**src/common/aux_adc_map.vh**
```
`ifndef AUX_ADC_MAP_VH
`define AUX_ADC_MAP_VH

// ----------------------------------------------------------------------------
// Special function register addresses.
// ----------------------------------------------------------------------------
`define ADDR_TEMPERATURE_RESULT    8'hD7
`define ADDR_MEASUREMENT_START     8'hD8
`define ADDR_BATTERY_RESULT        8'hDF
`define ADDR_SUPPLY_RESULT         8'hEF
`define ADDR_DELTA_THRESHOLDS      8'hF3
`define ADDR_BACKGROUND_INTERVAL   8'hF9
`define ADDR_BATTERY_LOW_THRESHOLD 8'hFA

// ----------------------------------------------------------------------------
// Reset values.
// ----------------------------------------------------------------------------
`define RST_BYTE  8'h00
`define RST_START 3'h0
`define RST_DELTA 6'h00
`define RST_MIN   5'h00

// ----------------------------------------------------------------------------
// Channel indices, which are also the start bit positions.
// ----------------------------------------------------------------------------
`define CH_BATTERY 0
`define CH_TEMP    1
`define CH_SUPPLY  2

// ----------------------------------------------------------------------------
// Field positions.
// ----------------------------------------------------------------------------
`define START_MSB        2
`define TEMP_IVL_LSB     0
`define BATT_IVL_LSB     2
`define SUPPLY_IVL_LSB   4
`define SUPPLY_DELTA_LSB 0
`define TEMP_DELTA_LSB   3
`define DELTA_MSB        5

// ----------------------------------------------------------------------------
// Interval codes and their lengths in minutes.
// ----------------------------------------------------------------------------
`define IVL_OFF   2'h0
`define IVL_SLOW  2'h1
`define IVL_MID   2'h2
`define IVL_FAST  2'h3
`define MIN_TS_SLOW 5'h08
`define MIN_TS_MID  5'h02
`define MIN_B_SLOW  5'h10
`define MIN_B_MID   5'h04
`define MIN_FAST    5'h01

// ----------------------------------------------------------------------------
// Delta codes.
// ----------------------------------------------------------------------------
`define DELTA_NEVER 3'h0
`define DELTA_EVERY 3'h7

// ----------------------------------------------------------------------------
// Timing: clock cycles in one minute at the 40 MHz clock.
// ----------------------------------------------------------------------------
// Sixty seconds of 40 MHz cycles, given as one sized 32-bit value.
`define MINUTE_CYCLES_DFLT 32'h8F0D1800

`endif

```
**src/rtl/aux_adc_measurement_scheduler.v**
```verilog
`timescale 1ns/1ps
`include "aux_adc_map.vh"

module aux_adc_measurement_scheduler #(
	parameter [31:0] MINUTE_CYCLES = `MINUTE_CYCLES_DFLT
) (
	input  wire        mclk_i,
	input  wire        rst_i,
	input  wire [7:0]  sfr_addr_i,
	input  wire        sfr_wr_i,
	input  wire [7:0]  sfr_wdata_i,
	output reg  [7:0]  sfr_rdata_o,
	input  wire        power_saving_mode_one_i,
	input  wire        power_saving_mode_two_i,
	input  wire        measure_in_psm_i,
	output reg  [2:0]  conv_req_o,
	input  wire [2:0]  conv_ack_i,
	input  wire [2:0]  conv_done_i,
	input  wire [7:0]  conv_data_i,
	output reg         temp_irq_o,
	output reg         battery_irq_o,
	output reg         supply_irq_o
);

	// ------------------------------------------------------------------------
	// Register state.
	// ------------------------------------------------------------------------
	reg [7:0]  background_interval_r;   // Interval fields, stored as written.
	reg [5:0]  delta_thresholds_r;      // Temperature and supply delta fields.
	reg [7:0]  battery_low_threshold_r; // Low battery compare level.
	reg [7:0]  temperature_result_r;    // Latest temperature result.
	reg [7:0]  battery_result_r;        // Latest battery result.
	reg [7:0]  supply_result_r;         // Latest supply result.
	reg [7:0]  last_temp_r;             // Temperature that last interrupted.
	reg [7:0]  last_supply_r;           // Supply reading that last interrupted.
	reg [31:0] prescale_r;              // Cycle count within one minute.
	reg [4:0]  minutes_r [0:2];         // Minutes elapsed per channel.
	reg [2:0]  start_nxt;               // Next value of the start bits.
	reg [2:0]  fire;                    // Background request per channel.
	reg [7:0]  rdata_nxt;               // Read mux.
	integer    i;                       // Loop index of the request decode.
	integer    j;                       // Loop index of the minute counters.

	// Decoded fields.
	wire [1:0] supply_ivl = background_interval_r[`SUPPLY_IVL_LSB+1:`SUPPLY_IVL_LSB];
	wire [1:0] batt_ivl   = background_interval_r[`BATT_IVL_LSB+1:`BATT_IVL_LSB];
	wire [1:0] temp_ivl   = background_interval_r[`TEMP_IVL_LSB+1:`TEMP_IVL_LSB];
	wire [2:0] temp_delta   = delta_thresholds_r[`DELTA_MSB:`TEMP_DELTA_LSB];
	wire [2:0] supply_delta = delta_thresholds_r[`TEMP_DELTA_LSB-1:`SUPPLY_DELTA_LSB];

	// Timers run outside the power-saving modes, or inside them when allowed.
	wire timers_run = ~(power_saving_mode_one_i | power_saving_mode_two_i) | measure_in_psm_i;
	wire minute_tick = timers_run & (prescale_r == MINUTE_CYCLES - 32'h1);

	// Software write strobes.
	wire wr_start = sfr_wr_i & (sfr_addr_i == `ADDR_MEASUREMENT_START);

	// ------------------------------------------------------------------------
	// Helpers.
	// ------------------------------------------------------------------------
	// Returns the interval length in minutes, or zero when the channel is off.
	function [4:0] interval_minutes;
		input [1:0] code;
		input       is_battery;
		begin
			case (code)
				`IVL_SLOW: interval_minutes = is_battery ? `MIN_B_SLOW : `MIN_TS_SLOW;
				`IVL_MID:  interval_minutes = is_battery ? `MIN_B_MID : `MIN_TS_MID;
				`IVL_FAST: interval_minutes = `MIN_FAST;
				default:   interval_minutes = `RST_MIN;
			endcase
		end
	endfunction

	// Decides whether a new reading interrupts, given the last one and a code.
	function delta_hit;
		input [7:0] now_val;
		input [7:0] last_val;
		input [2:0] code;
		reg   [7:0] diff;
		begin
			diff = (now_val > last_val) ? (now_val - last_val) : (last_val - now_val);
			if (code == `DELTA_NEVER)
				delta_hit = 1'b0;
			else if (code == `DELTA_EVERY)
				delta_hit = 1'b1;
			else
				delta_hit = (diff >= {5'h00, code});
		end
	endfunction

	// Interval selected for each channel.
	wire [4:0] ivl_min [0:2];
	assign ivl_min[`CH_BATTERY] = interval_minutes(batt_ivl, 1'b1);
	assign ivl_min[`CH_TEMP]    = interval_minutes(temp_ivl, 1'b0);
	assign ivl_min[`CH_SUPPLY]  = interval_minutes(supply_ivl, 1'b0);

	// Interrupt decisions on a completed conversion.
	wire temp_hit   = conv_done_i[`CH_TEMP] & delta_hit(conv_data_i, last_temp_r, temp_delta);
	wire supply_hit = conv_done_i[`CH_SUPPLY] & delta_hit(conv_data_i, last_supply_r, supply_delta);
	wire batt_hit   = conv_done_i[`CH_BATTERY] & (conv_data_i < battery_low_threshold_r);

	// ------------------------------------------------------------------------
	// Minute prescaler.
	// ------------------------------------------------------------------------
	// Counts clock cycles into minutes; holds while the timers are halted.
	always @(posedge mclk_i or posedge rst_i) begin
		if (rst_i) begin
			prescale_r <= 32'h0;
		end else if (minute_tick) begin
			prescale_r <= 32'h0;
		end else if (timers_run) begin
			prescale_r <= prescale_r + 32'h1;
		end
	end

	// ------------------------------------------------------------------------
	// Per-channel interval counters.
	// ------------------------------------------------------------------------
	// A channel fires on the minute tick that completes its interval.
	always @* begin
		fire = 3'h0;
		for (i = 0; i < 3; i = i + 1) begin
			fire[i] = minute_tick & (ivl_min[i] != `RST_MIN) & (minutes_r[i] + 5'h01 >= ivl_min[i]);
		end
	end

	// Counts whole minutes per channel and restarts while the channel is off.
	always @(posedge mclk_i or posedge rst_i) begin
		if (rst_i) begin
			for (j = 0; j < 3; j = j + 1) begin
				minutes_r[j] <= `RST_MIN;
			end
		end else begin
			for (j = 0; j < 3; j = j + 1) begin
				if ((ivl_min[j] == `RST_MIN) || fire[j]) begin
					minutes_r[j] <= `RST_MIN;
				end else if (minute_tick) begin
					minutes_r[j] <= minutes_r[j] + 5'h01;
				end
			end
		end
	end

	// ------------------------------------------------------------------------
	// Start bits and converter requests.
	// ------------------------------------------------------------------------
	// Acceptance clears a bit, but a new set in the same cycle wins.
	always @* begin
		start_nxt = conv_req_o & ~conv_ack_i;
		if (wr_start) begin
			start_nxt = start_nxt | sfr_wdata_i[`START_MSB:0];
		end
		start_nxt = start_nxt | fire;
	end

	// The start bits drive the request lines directly.
	always @(posedge mclk_i or posedge rst_i) begin
		if (rst_i) begin
			conv_req_o <= `RST_START;
		end else begin
			conv_req_o <= start_nxt;
		end
	end

	// ------------------------------------------------------------------------
	// Configuration registers.
	// ------------------------------------------------------------------------
	// Software writes to the configuration registers.
	always @(posedge mclk_i or posedge rst_i) begin
		if (rst_i) begin
			background_interval_r   <= `RST_BYTE;
			delta_thresholds_r      <= `RST_DELTA;
			battery_low_threshold_r <= `RST_BYTE;
		end else if (sfr_wr_i) begin
			case (sfr_addr_i)
				`ADDR_BACKGROUND_INTERVAL:   background_interval_r   <= sfr_wdata_i;
				`ADDR_DELTA_THRESHOLDS:      delta_thresholds_r      <= sfr_wdata_i[`DELTA_MSB:0];
				`ADDR_BATTERY_LOW_THRESHOLD: battery_low_threshold_r <= sfr_wdata_i;
				default: begin
				end
			endcase
		end
	end

	// ------------------------------------------------------------------------
	// Result registers and interrupt references.
	// ------------------------------------------------------------------------
	// A completed conversion wins over a software write to the same register.
	always @(posedge mclk_i or posedge rst_i) begin
		if (rst_i) begin
			temperature_result_r <= `RST_BYTE;
			battery_result_r     <= `RST_BYTE;
			supply_result_r      <= `RST_BYTE;
			last_temp_r          <= `RST_BYTE;
			last_supply_r        <= `RST_BYTE;
		end else begin
			if (conv_done_i[`CH_TEMP]) begin
				temperature_result_r <= conv_data_i;
			end else if (sfr_wr_i && (sfr_addr_i == `ADDR_TEMPERATURE_RESULT)) begin
				temperature_result_r <= sfr_wdata_i;
			end
			if (conv_done_i[`CH_BATTERY]) begin
				battery_result_r <= conv_data_i;
			end else if (sfr_wr_i && (sfr_addr_i == `ADDR_BATTERY_RESULT)) begin
				battery_result_r <= sfr_wdata_i;
			end
			if (conv_done_i[`CH_SUPPLY]) begin
				supply_result_r <= conv_data_i;
			end else if (sfr_wr_i && (sfr_addr_i == `ADDR_SUPPLY_RESULT)) begin
				supply_result_r <= sfr_wdata_i;
			end
			// Only an interrupting reading becomes the new reference.
			if (temp_hit) begin
				last_temp_r <= conv_data_i;
			end
			if (supply_hit) begin
				last_supply_r <= conv_data_i;
			end
		end
	end

	// ------------------------------------------------------------------------
	// Interrupt pulses.
	// ------------------------------------------------------------------------
	// Each interrupt is a one-cycle pulse in the cycle the result loads.
	always @(posedge mclk_i or posedge rst_i) begin
		if (rst_i) begin
			temp_irq_o    <= 1'b0;
			battery_irq_o <= 1'b0;
			supply_irq_o  <= 1'b0;
		end else begin
			temp_irq_o    <= temp_hit;
			battery_irq_o <= batt_hit;
			supply_irq_o  <= supply_hit;
		end
	end

	// ------------------------------------------------------------------------
	// Read port.
	// ------------------------------------------------------------------------
	// Selects the addressed register; unmapped reads and unused start and delta bits are zero.
	always @* begin
		case (sfr_addr_i)
			`ADDR_TEMPERATURE_RESULT:    rdata_nxt = temperature_result_r;
			`ADDR_MEASUREMENT_START:     rdata_nxt = {5'h00, conv_req_o};
			`ADDR_BATTERY_RESULT:        rdata_nxt = battery_result_r;
			`ADDR_SUPPLY_RESULT:         rdata_nxt = supply_result_r;
			`ADDR_DELTA_THRESHOLDS:      rdata_nxt = {2'h0, delta_thresholds_r};
			`ADDR_BACKGROUND_INTERVAL:   rdata_nxt = background_interval_r;
			`ADDR_BATTERY_LOW_THRESHOLD: rdata_nxt = battery_low_threshold_r;
			default:                     rdata_nxt = `RST_BYTE;
		endcase
	end

	// Read data is registered, one cycle behind the address.
	always @(posedge mclk_i or posedge rst_i) begin
		if (rst_i) begin
			sfr_rdata_o <= `RST_BYTE;
		end else begin
			sfr_rdata_o <= rdata_nxt;
		end
	end

endmodule
```
**config.mk**
```make
export PLATFORM = sky130hd
export DESIGN_NAME = aux_adc_measurement_scheduler
export DESIGN_NICKNAME = d
export VERILOG_FILES = /design/src/rtl/aux_adc_measurement_scheduler.v
export VERILOG_INCLUDE_DIRS = /design/src /design/src/common
export SDC_FILE = /design/constraint.sdc
export NUM_CORES = 1
export LEC_CHECK = 0
export BUFFER_PORTS_ARGS = -buffer_cell sky130_fd_sc_hd__buf_2
export CORE_MARGIN = 3
export CORE_UTILIZATION = 30
export CTS_CLUSTER_DIAMETER = 200
export DETAILED_ROUTE_END_ITERATION = 12
export SYNTH_ARGS = -nofsm -noshare
export SYNTH_HDL_FRONTEND = slang
export SYNTH_SLANG_ARGS = --single-unit
```
**constraint.sdc**
```tcl
create_clock -name mclk_i -period 9.79 [get_ports mclk_i]
set_clock_uncertainty 0.1 [all_clocks]
set_input_delay 1.4685 -clock mclk_i [delete_from_list [all_inputs] [get_ports mclk_i]]
set_output_delay 1.4685 -clock mclk_i [all_outputs]
set_load 0.01 [all_outputs]
```
# After elaboration in Yosys (flattened, before gate mapping)
# Cells that the tools add are included.
# totals
register_bits	123
in_bits	36
out_inout_bits	14
wordCells	119
# classes
n_addsub	8
order_cmp	8
n_eq_ne	19
muxes	25
bitwise_logic	18
n_reduce_logical	24
# op_table
cell	count
32-bit two-way mux	2
8-bit two-way mux	8
8-bit equality test, second input constant	7
8-bit one-hot mux with 7 select lines	1
32-bit by 1-bit adder with 32-bit output, second input constant	1
32-bit equality test, second input constant	1
8-bit subtractor	4
5-bit two-way mux	6
4-bit one-hot mux with 3 select lines	2
8-bit by 3-bit greater-or-equal comparator with 1-bit output	2
8-bit > comparator	2
5-bit by 1-bit adder with 5-bit output, second input constant	3
5-bit greater-or-equal comparator	3
5-bit zero test	3
5-bit one-hot mux with 3 select lines	1
5-bit nonzero test	3
2-bit nonzero test	7
2-bit equality test, second input constant	6
1-bit AND	11
8-bit less-than comparator	1
2-bit by 1-bit equality test with 1-bit output, second input constant	3
3-bit equality test, second input constant	2
3-bit zero test	2
3-bit OR	2
other kinds (9)	19

# Longest topological paths before layout
# depth
word_depth	8
depth_mapped	17
ltp_nobuf	16

# Worst setup path before layout
# No wires, ideal clock.
# synth_path
path_kind	input to register
start	in conv_data_i[0]
end	reg last_temp_r[7]
setup_ns	0.125
arrival_time_ns	4.856
required_time_ns	9.565
slack_ns	4.709
cell_stages	16
path_buffers	1
cell_sequence	inv_1 ha_1 inv_1 fa_1 a211oi_1 nor3_1 o32a_1 mux2_2 ha_1 a21oi_1 o21ai_0 or4_1 nor4_1 nor3_1 buf_6 mux2_4
# synth_via
elab_chain_cells	6
elab_cells_between_ends	8
cone_classes	2 x add/sub; 2 x order compare; 3 x mux; 1 x bitwise
# synth_lines
element	line_no	source
start: declaration	aux_adc_measurement_scheduler.v:19	input wire [7:0] conv_data_i,
8-bit subtractor / 8-bit > comparator (equally long branches)	aux_adc_measurement_scheduler.v:82	diff = (now_val > last_val) ? (now_val - last_val) : (last_val - now_val);
8-bit two-way mux (*)	aux_adc_measurement_scheduler.v:82	
8-bit by 3-bit greater-or-equal comparator with 1-bit output (*)	aux_adc_measurement_scheduler.v:88	delta_hit = (diff >= {5'h00, code});
1-bit two-way mux (*)	aux_adc_measurement_scheduler.v:85	else if (code == `DELTA_EVERY)
1-bit two-way mux (*)	aux_adc_measurement_scheduler.v:83	if (code == `DELTA_NEVER)
1-bit AND (*)	aux_adc_measurement_scheduler.v:99	wire temp_hit = conv_done_i[`CH_TEMP] & delta_hit(conv_data_i, last_temp_r, temp_delta);
via temp_hit	aux_adc_measurement_scheduler.v:99	
end signal: assignment	aux_adc_measurement_scheduler.v:195	last_temp_r <= `RST_BYTE;
end signal: assignment	aux_adc_measurement_scheduler.v:215	last_temp_r <= conv_data_i;
end: declaration	aux_adc_measurement_scheduler.v:34	reg [7:0] last_temp_r;
# The timed path passes the listed nets; every way through them passes the cells marked *.
# A chain may end at the register's enable or synchronous reset.

# Worst setup path after layout
# layout_path
start	in conv_data_i[0]
end	reg last_temp_r[7]
# layout_via
elab_chain_cells	6
elab_cells_between_ends	8
cone_classes	2 x add/sub; 2 x order compare; 3 x mux; 1 x bitwise
# layout_lines
element	line_no
8-bit subtractor / 8-bit > comparator (equally long branches)	aux_adc_measurement_scheduler.v:82
8-bit two-way mux (*)	aux_adc_measurement_scheduler.v:82
8-bit by 3-bit greater-or-equal comparator with 1-bit output (*)	aux_adc_measurement_scheduler.v:88
1-bit two-way mux (*)	aux_adc_measurement_scheduler.v:85
1-bit two-way mux (*)	aux_adc_measurement_scheduler.v:83
1-bit AND (*)	aux_adc_measurement_scheduler.v:99
# Mark *: on every way between the ends. The rest lies on a longest branch, timed or not.

==> results_dict.tcl <==
set metrics [dict create \
    status "complete, no violations" \
    power.total_w 0.00194 \
    post_cts_buffers 0 \
    power.internal_w 0.00124 \
    netlist_area_sq_um 7670 \
    placed_cells 1131 \
    fin_util_pct 35.7 \
    p_seq_share_pct 32.0 \
    cts_tree "built" \
    setup_tns_ns 0 \
    final_common_cell "dfrtp_1" \
    ys_warn_count 0 \
    root_buffer "clkbuf_16" \
    cts_sinks 123 \
    synthTopCellsByArea "dfrtp_1 40%, ha_1 9.1%, mux2i_1 6.0%, mux2_2 4.0%, xnor2_1 3.4%" \
    worstSetupPathType "input port to flip-flop" \
    syn_nets 872 \
    grt_start_max_net_pins 78 \
    synthArstFlopShare_pct 100 \
    pwr-share-clk_pct 32.1 \
    h-tree-depth 4 \
    hp-class "flip-flop to flip-flop" \
    die_w_um 166 \
    synth_top_area_cell "dfrtp_1" \
    fin_cells 1163 \
    final_cell_mix "123 x dfrtp_1, 56 x nand2_1, 56 x ha_1, 49 x buf_2" \
    wl_per_cell_um 15.7 \
    fp-row-count 57 \
    power_frac_comb_pct 35.9 \
    pre_cts_slack_ns 4.05 \
    layout-drive-gt1-share_pct 15.4 \
    synth_top_area_share_pct 40.1 \
    r2r_slack_ns 5.49 \
    cp-end-kind "flip-flop" \
    dp_hpwl_um 12700 \
    cts.path.max_buffers 2 \
    critPathMaxFanout 9 \
    final.setup.worst_slack_ns 4.48 \
    vdd_drop_max_mv 0.142 \
    synthFlopType "dfrtp_1" \
    portBuffers 49 \
    drtPass1Iterations 5 \
    antenna_found_initial 0 \
    r2r_end "last_temp_r[7]$_DFFE_PP0P_" \
    hold_viol_final 0 \
    grt_use_total_pct 13.4 \
    ant_nets 0 \
    clk_pin_slew_ns 0.06 \
    hold_depth 1 \
    min_to "prescale_r[6]$_DFFE_PP0P_" \
    area_growth_pct 15.3 \
    finalCritPeriodShare_pct 54.3 \
    nNetsFinal 922 \
    core_area_sq_um 24700 \
    num_antenna_cells 0 \
    dieArea_sq_um 27500 \
    synth_edf_count 0 \
    synthCells 776 \
    grt_pass1_vias 5908 \
    viasPerCell 5.06 \
    switchingPower_w 0.000700 \
    cp.required_ns 10.00 \
    synth.distinct_cells 62 \
    start_util_pct 31.0 \
    start_kind "input port" \
    timing.fmax_ghz 0.188 \
    worstHoldStart "prescale_r[6]$_DFFE_PP0P_" \
    tightestPinTransition_ns 1.26 \
    postCtsResizedCells 0 \
    io_pins 50 \
    power_leakage_nw 4.06 \
    insertion_delay_ns 0.43 \
    holdBufCountCts 0 \
    place_congestion 0.851 \
    drv_slew 0 \
    first_iter_violations 431 \
    ys_seq_area_share_pct 40.1 \
    syn_area_per_cell_sq_um 9.88 \
    max_slew_margin_pct 16.3 \
    switching_share_pct 36.1 \
    ys_ff_latch 123 \
    cts_buffers 17 \
    drc_errors 0 \
    grt_pass1_wl_um 30600 \
    max-cap-violations 0 \
    routed_wl_um 18300 \
    via_count 5883 \
    r2r_start "last_temp_r[0]$_DFFE_PP0P_" \
    rsz0062_at_grt "false" \
    p_per_area_nw_per_um2 219 \
    grt_overflow 0 \
    fp.dieH_um 166 \
    setup-violations-final 0 \
    fin_crit_ns 5.31 \
    worstRegToRegCells 14 \
    arrival_ns 5.53 \
]
==> per-stage QoR <==
stage	cell area, sq um	hold WS, ns
after floorplan	7670	0.338
after global placement	8260	0.357
after detailed placement	8260	0.358
after CTS	8840	0.386
after global routing	8840	0.402
final	8840	0.381
==> registers in the layout (all words and copies together) (netlist names), 3 cells and up <==
signal / flops
prescale_r: 32
minutes_r: 15
background_interval_r: 8
battery_low_threshold_r: 8
battery_result_r: 8
last_supply_r: 8
last_temp_r: 8
sfr_rdata_o: 8
supply_result_r: 8
temperature_result_r: 8
delta_thresholds_r: 6
conv_req_o: 3
==> worst max path at each step <==
| stage | depth (start not counted) | startpoint | endpoint | slack, ns |
|---|---|---|---|---|
| after floorplan | 16 | conv_data_i[0] | last_temp_r[7]$_DFFE_PP0P_ | 4.71 |
| after global placement | 16 | conv_data_i[0] | last_temp_r[7]$_DFFE_PP0P_ | 4.19 |
| after detailed placement | 16 | conv_data_i[0] | last_temp_r[7]$_DFFE_PP0P_ | 4.05 |
| after CTS | 16 | conv_data_i[0] | last_temp_r[7]$_DFFE_PP0P_ | 4.49 |
| after global routing | 16 | conv_data_i[0] | last_temp_r[7]$_DFFE_PP0P_ | 4.29 |
| final | 16 | conv_data_i[0] | last_temp_r[7]$_DFFE_PP0P_ | 4.48 |
==> routing by layer <==
layer	vias to the layer above	GRT usage, %	share of wire, %
met1	2862	18.9	50
li1	2894	-	-
met4	0	5.14	2.1
met2	106	20.2	45
met5	-	0	0
met3	21	2.52	3.1
==> power groups by stage <==
stage | sequential [W] | combinational [W] | clock [W]
after floorplan | 0.000616 | 0.000553 | 0
after global placement | 0.000626 | 0.000688 | 0
after detailed placement | 0.000629 | 0.000687 | 0
after CTS | 0.000620 | 0.000693 | 0.000635
after global routing | 0.000628 | 0.000784 | 0.000659
final | 0.000620 | 0.000696 | 0.000623
==> cells by family (layout without fill, tap and decap cells) <==
logic type | after synthesis | in the layout | synth area share, %
muxes | 74 | 74 | 10.2
and+or+nand+nor | 245 | 245 | 16.8
xor gates and xnor gates | 47 | 47 | 5.37
adders and majority gates | 60 | 60 | 10.2
AOI/OAI and AO/OA | 156 | 156 | 13.6
buffers and inverters | 71 | 134 | 3.77
DFF | 123 | 123 | 40.1
==> critical path, cell delays in order <==
cell and delay [ns]:
buf_2 0.15, inv_1 0.15, ha_1 0.19, inv_1 0.06
fa_1 0.41, a211oi_1 0.32, nor3_1 0.11, o32a_1 0.37
mux2_2 0.30, ha_1 0.28, a21oi_1 0.14, o21ai_0 0.13
or4_1 0.51, nor4_1 0.36, nor3_2 0.23, mux2_4 0.34
==> cell usage after synthesis, drive strengths merged, types with 5 or more instances <==
master  count
inv        47
a211oi      6
o31ai       5
nor2       46
nand2b     18
a22oi      23
a21oi      30
nand4      11
nor3b       5
clkbuf     15
nor4b       6
dfrtp     123
nor3        9
nor2b      10
and3       13
o21ai      39
ha         56
xnor2      30
nand3      41
mux2       28
nor4        8
nand3b      5
nand2      56
a21o       12
buf         9
mux2i      46
xor2       17
==> layout make-up <==
class | instances | area (sq um)
clock buffers | 17 | 425
flip-flops and latches | 123 | 3080
inverters | 47 | 179
repair buffers | 55 | 290
multi-input cells | 582 | 4310
fillers | 2490 | 15900
well taps | 324 | 405
clock inverters | 15 | 155
(Power assumes the default switching activity.)
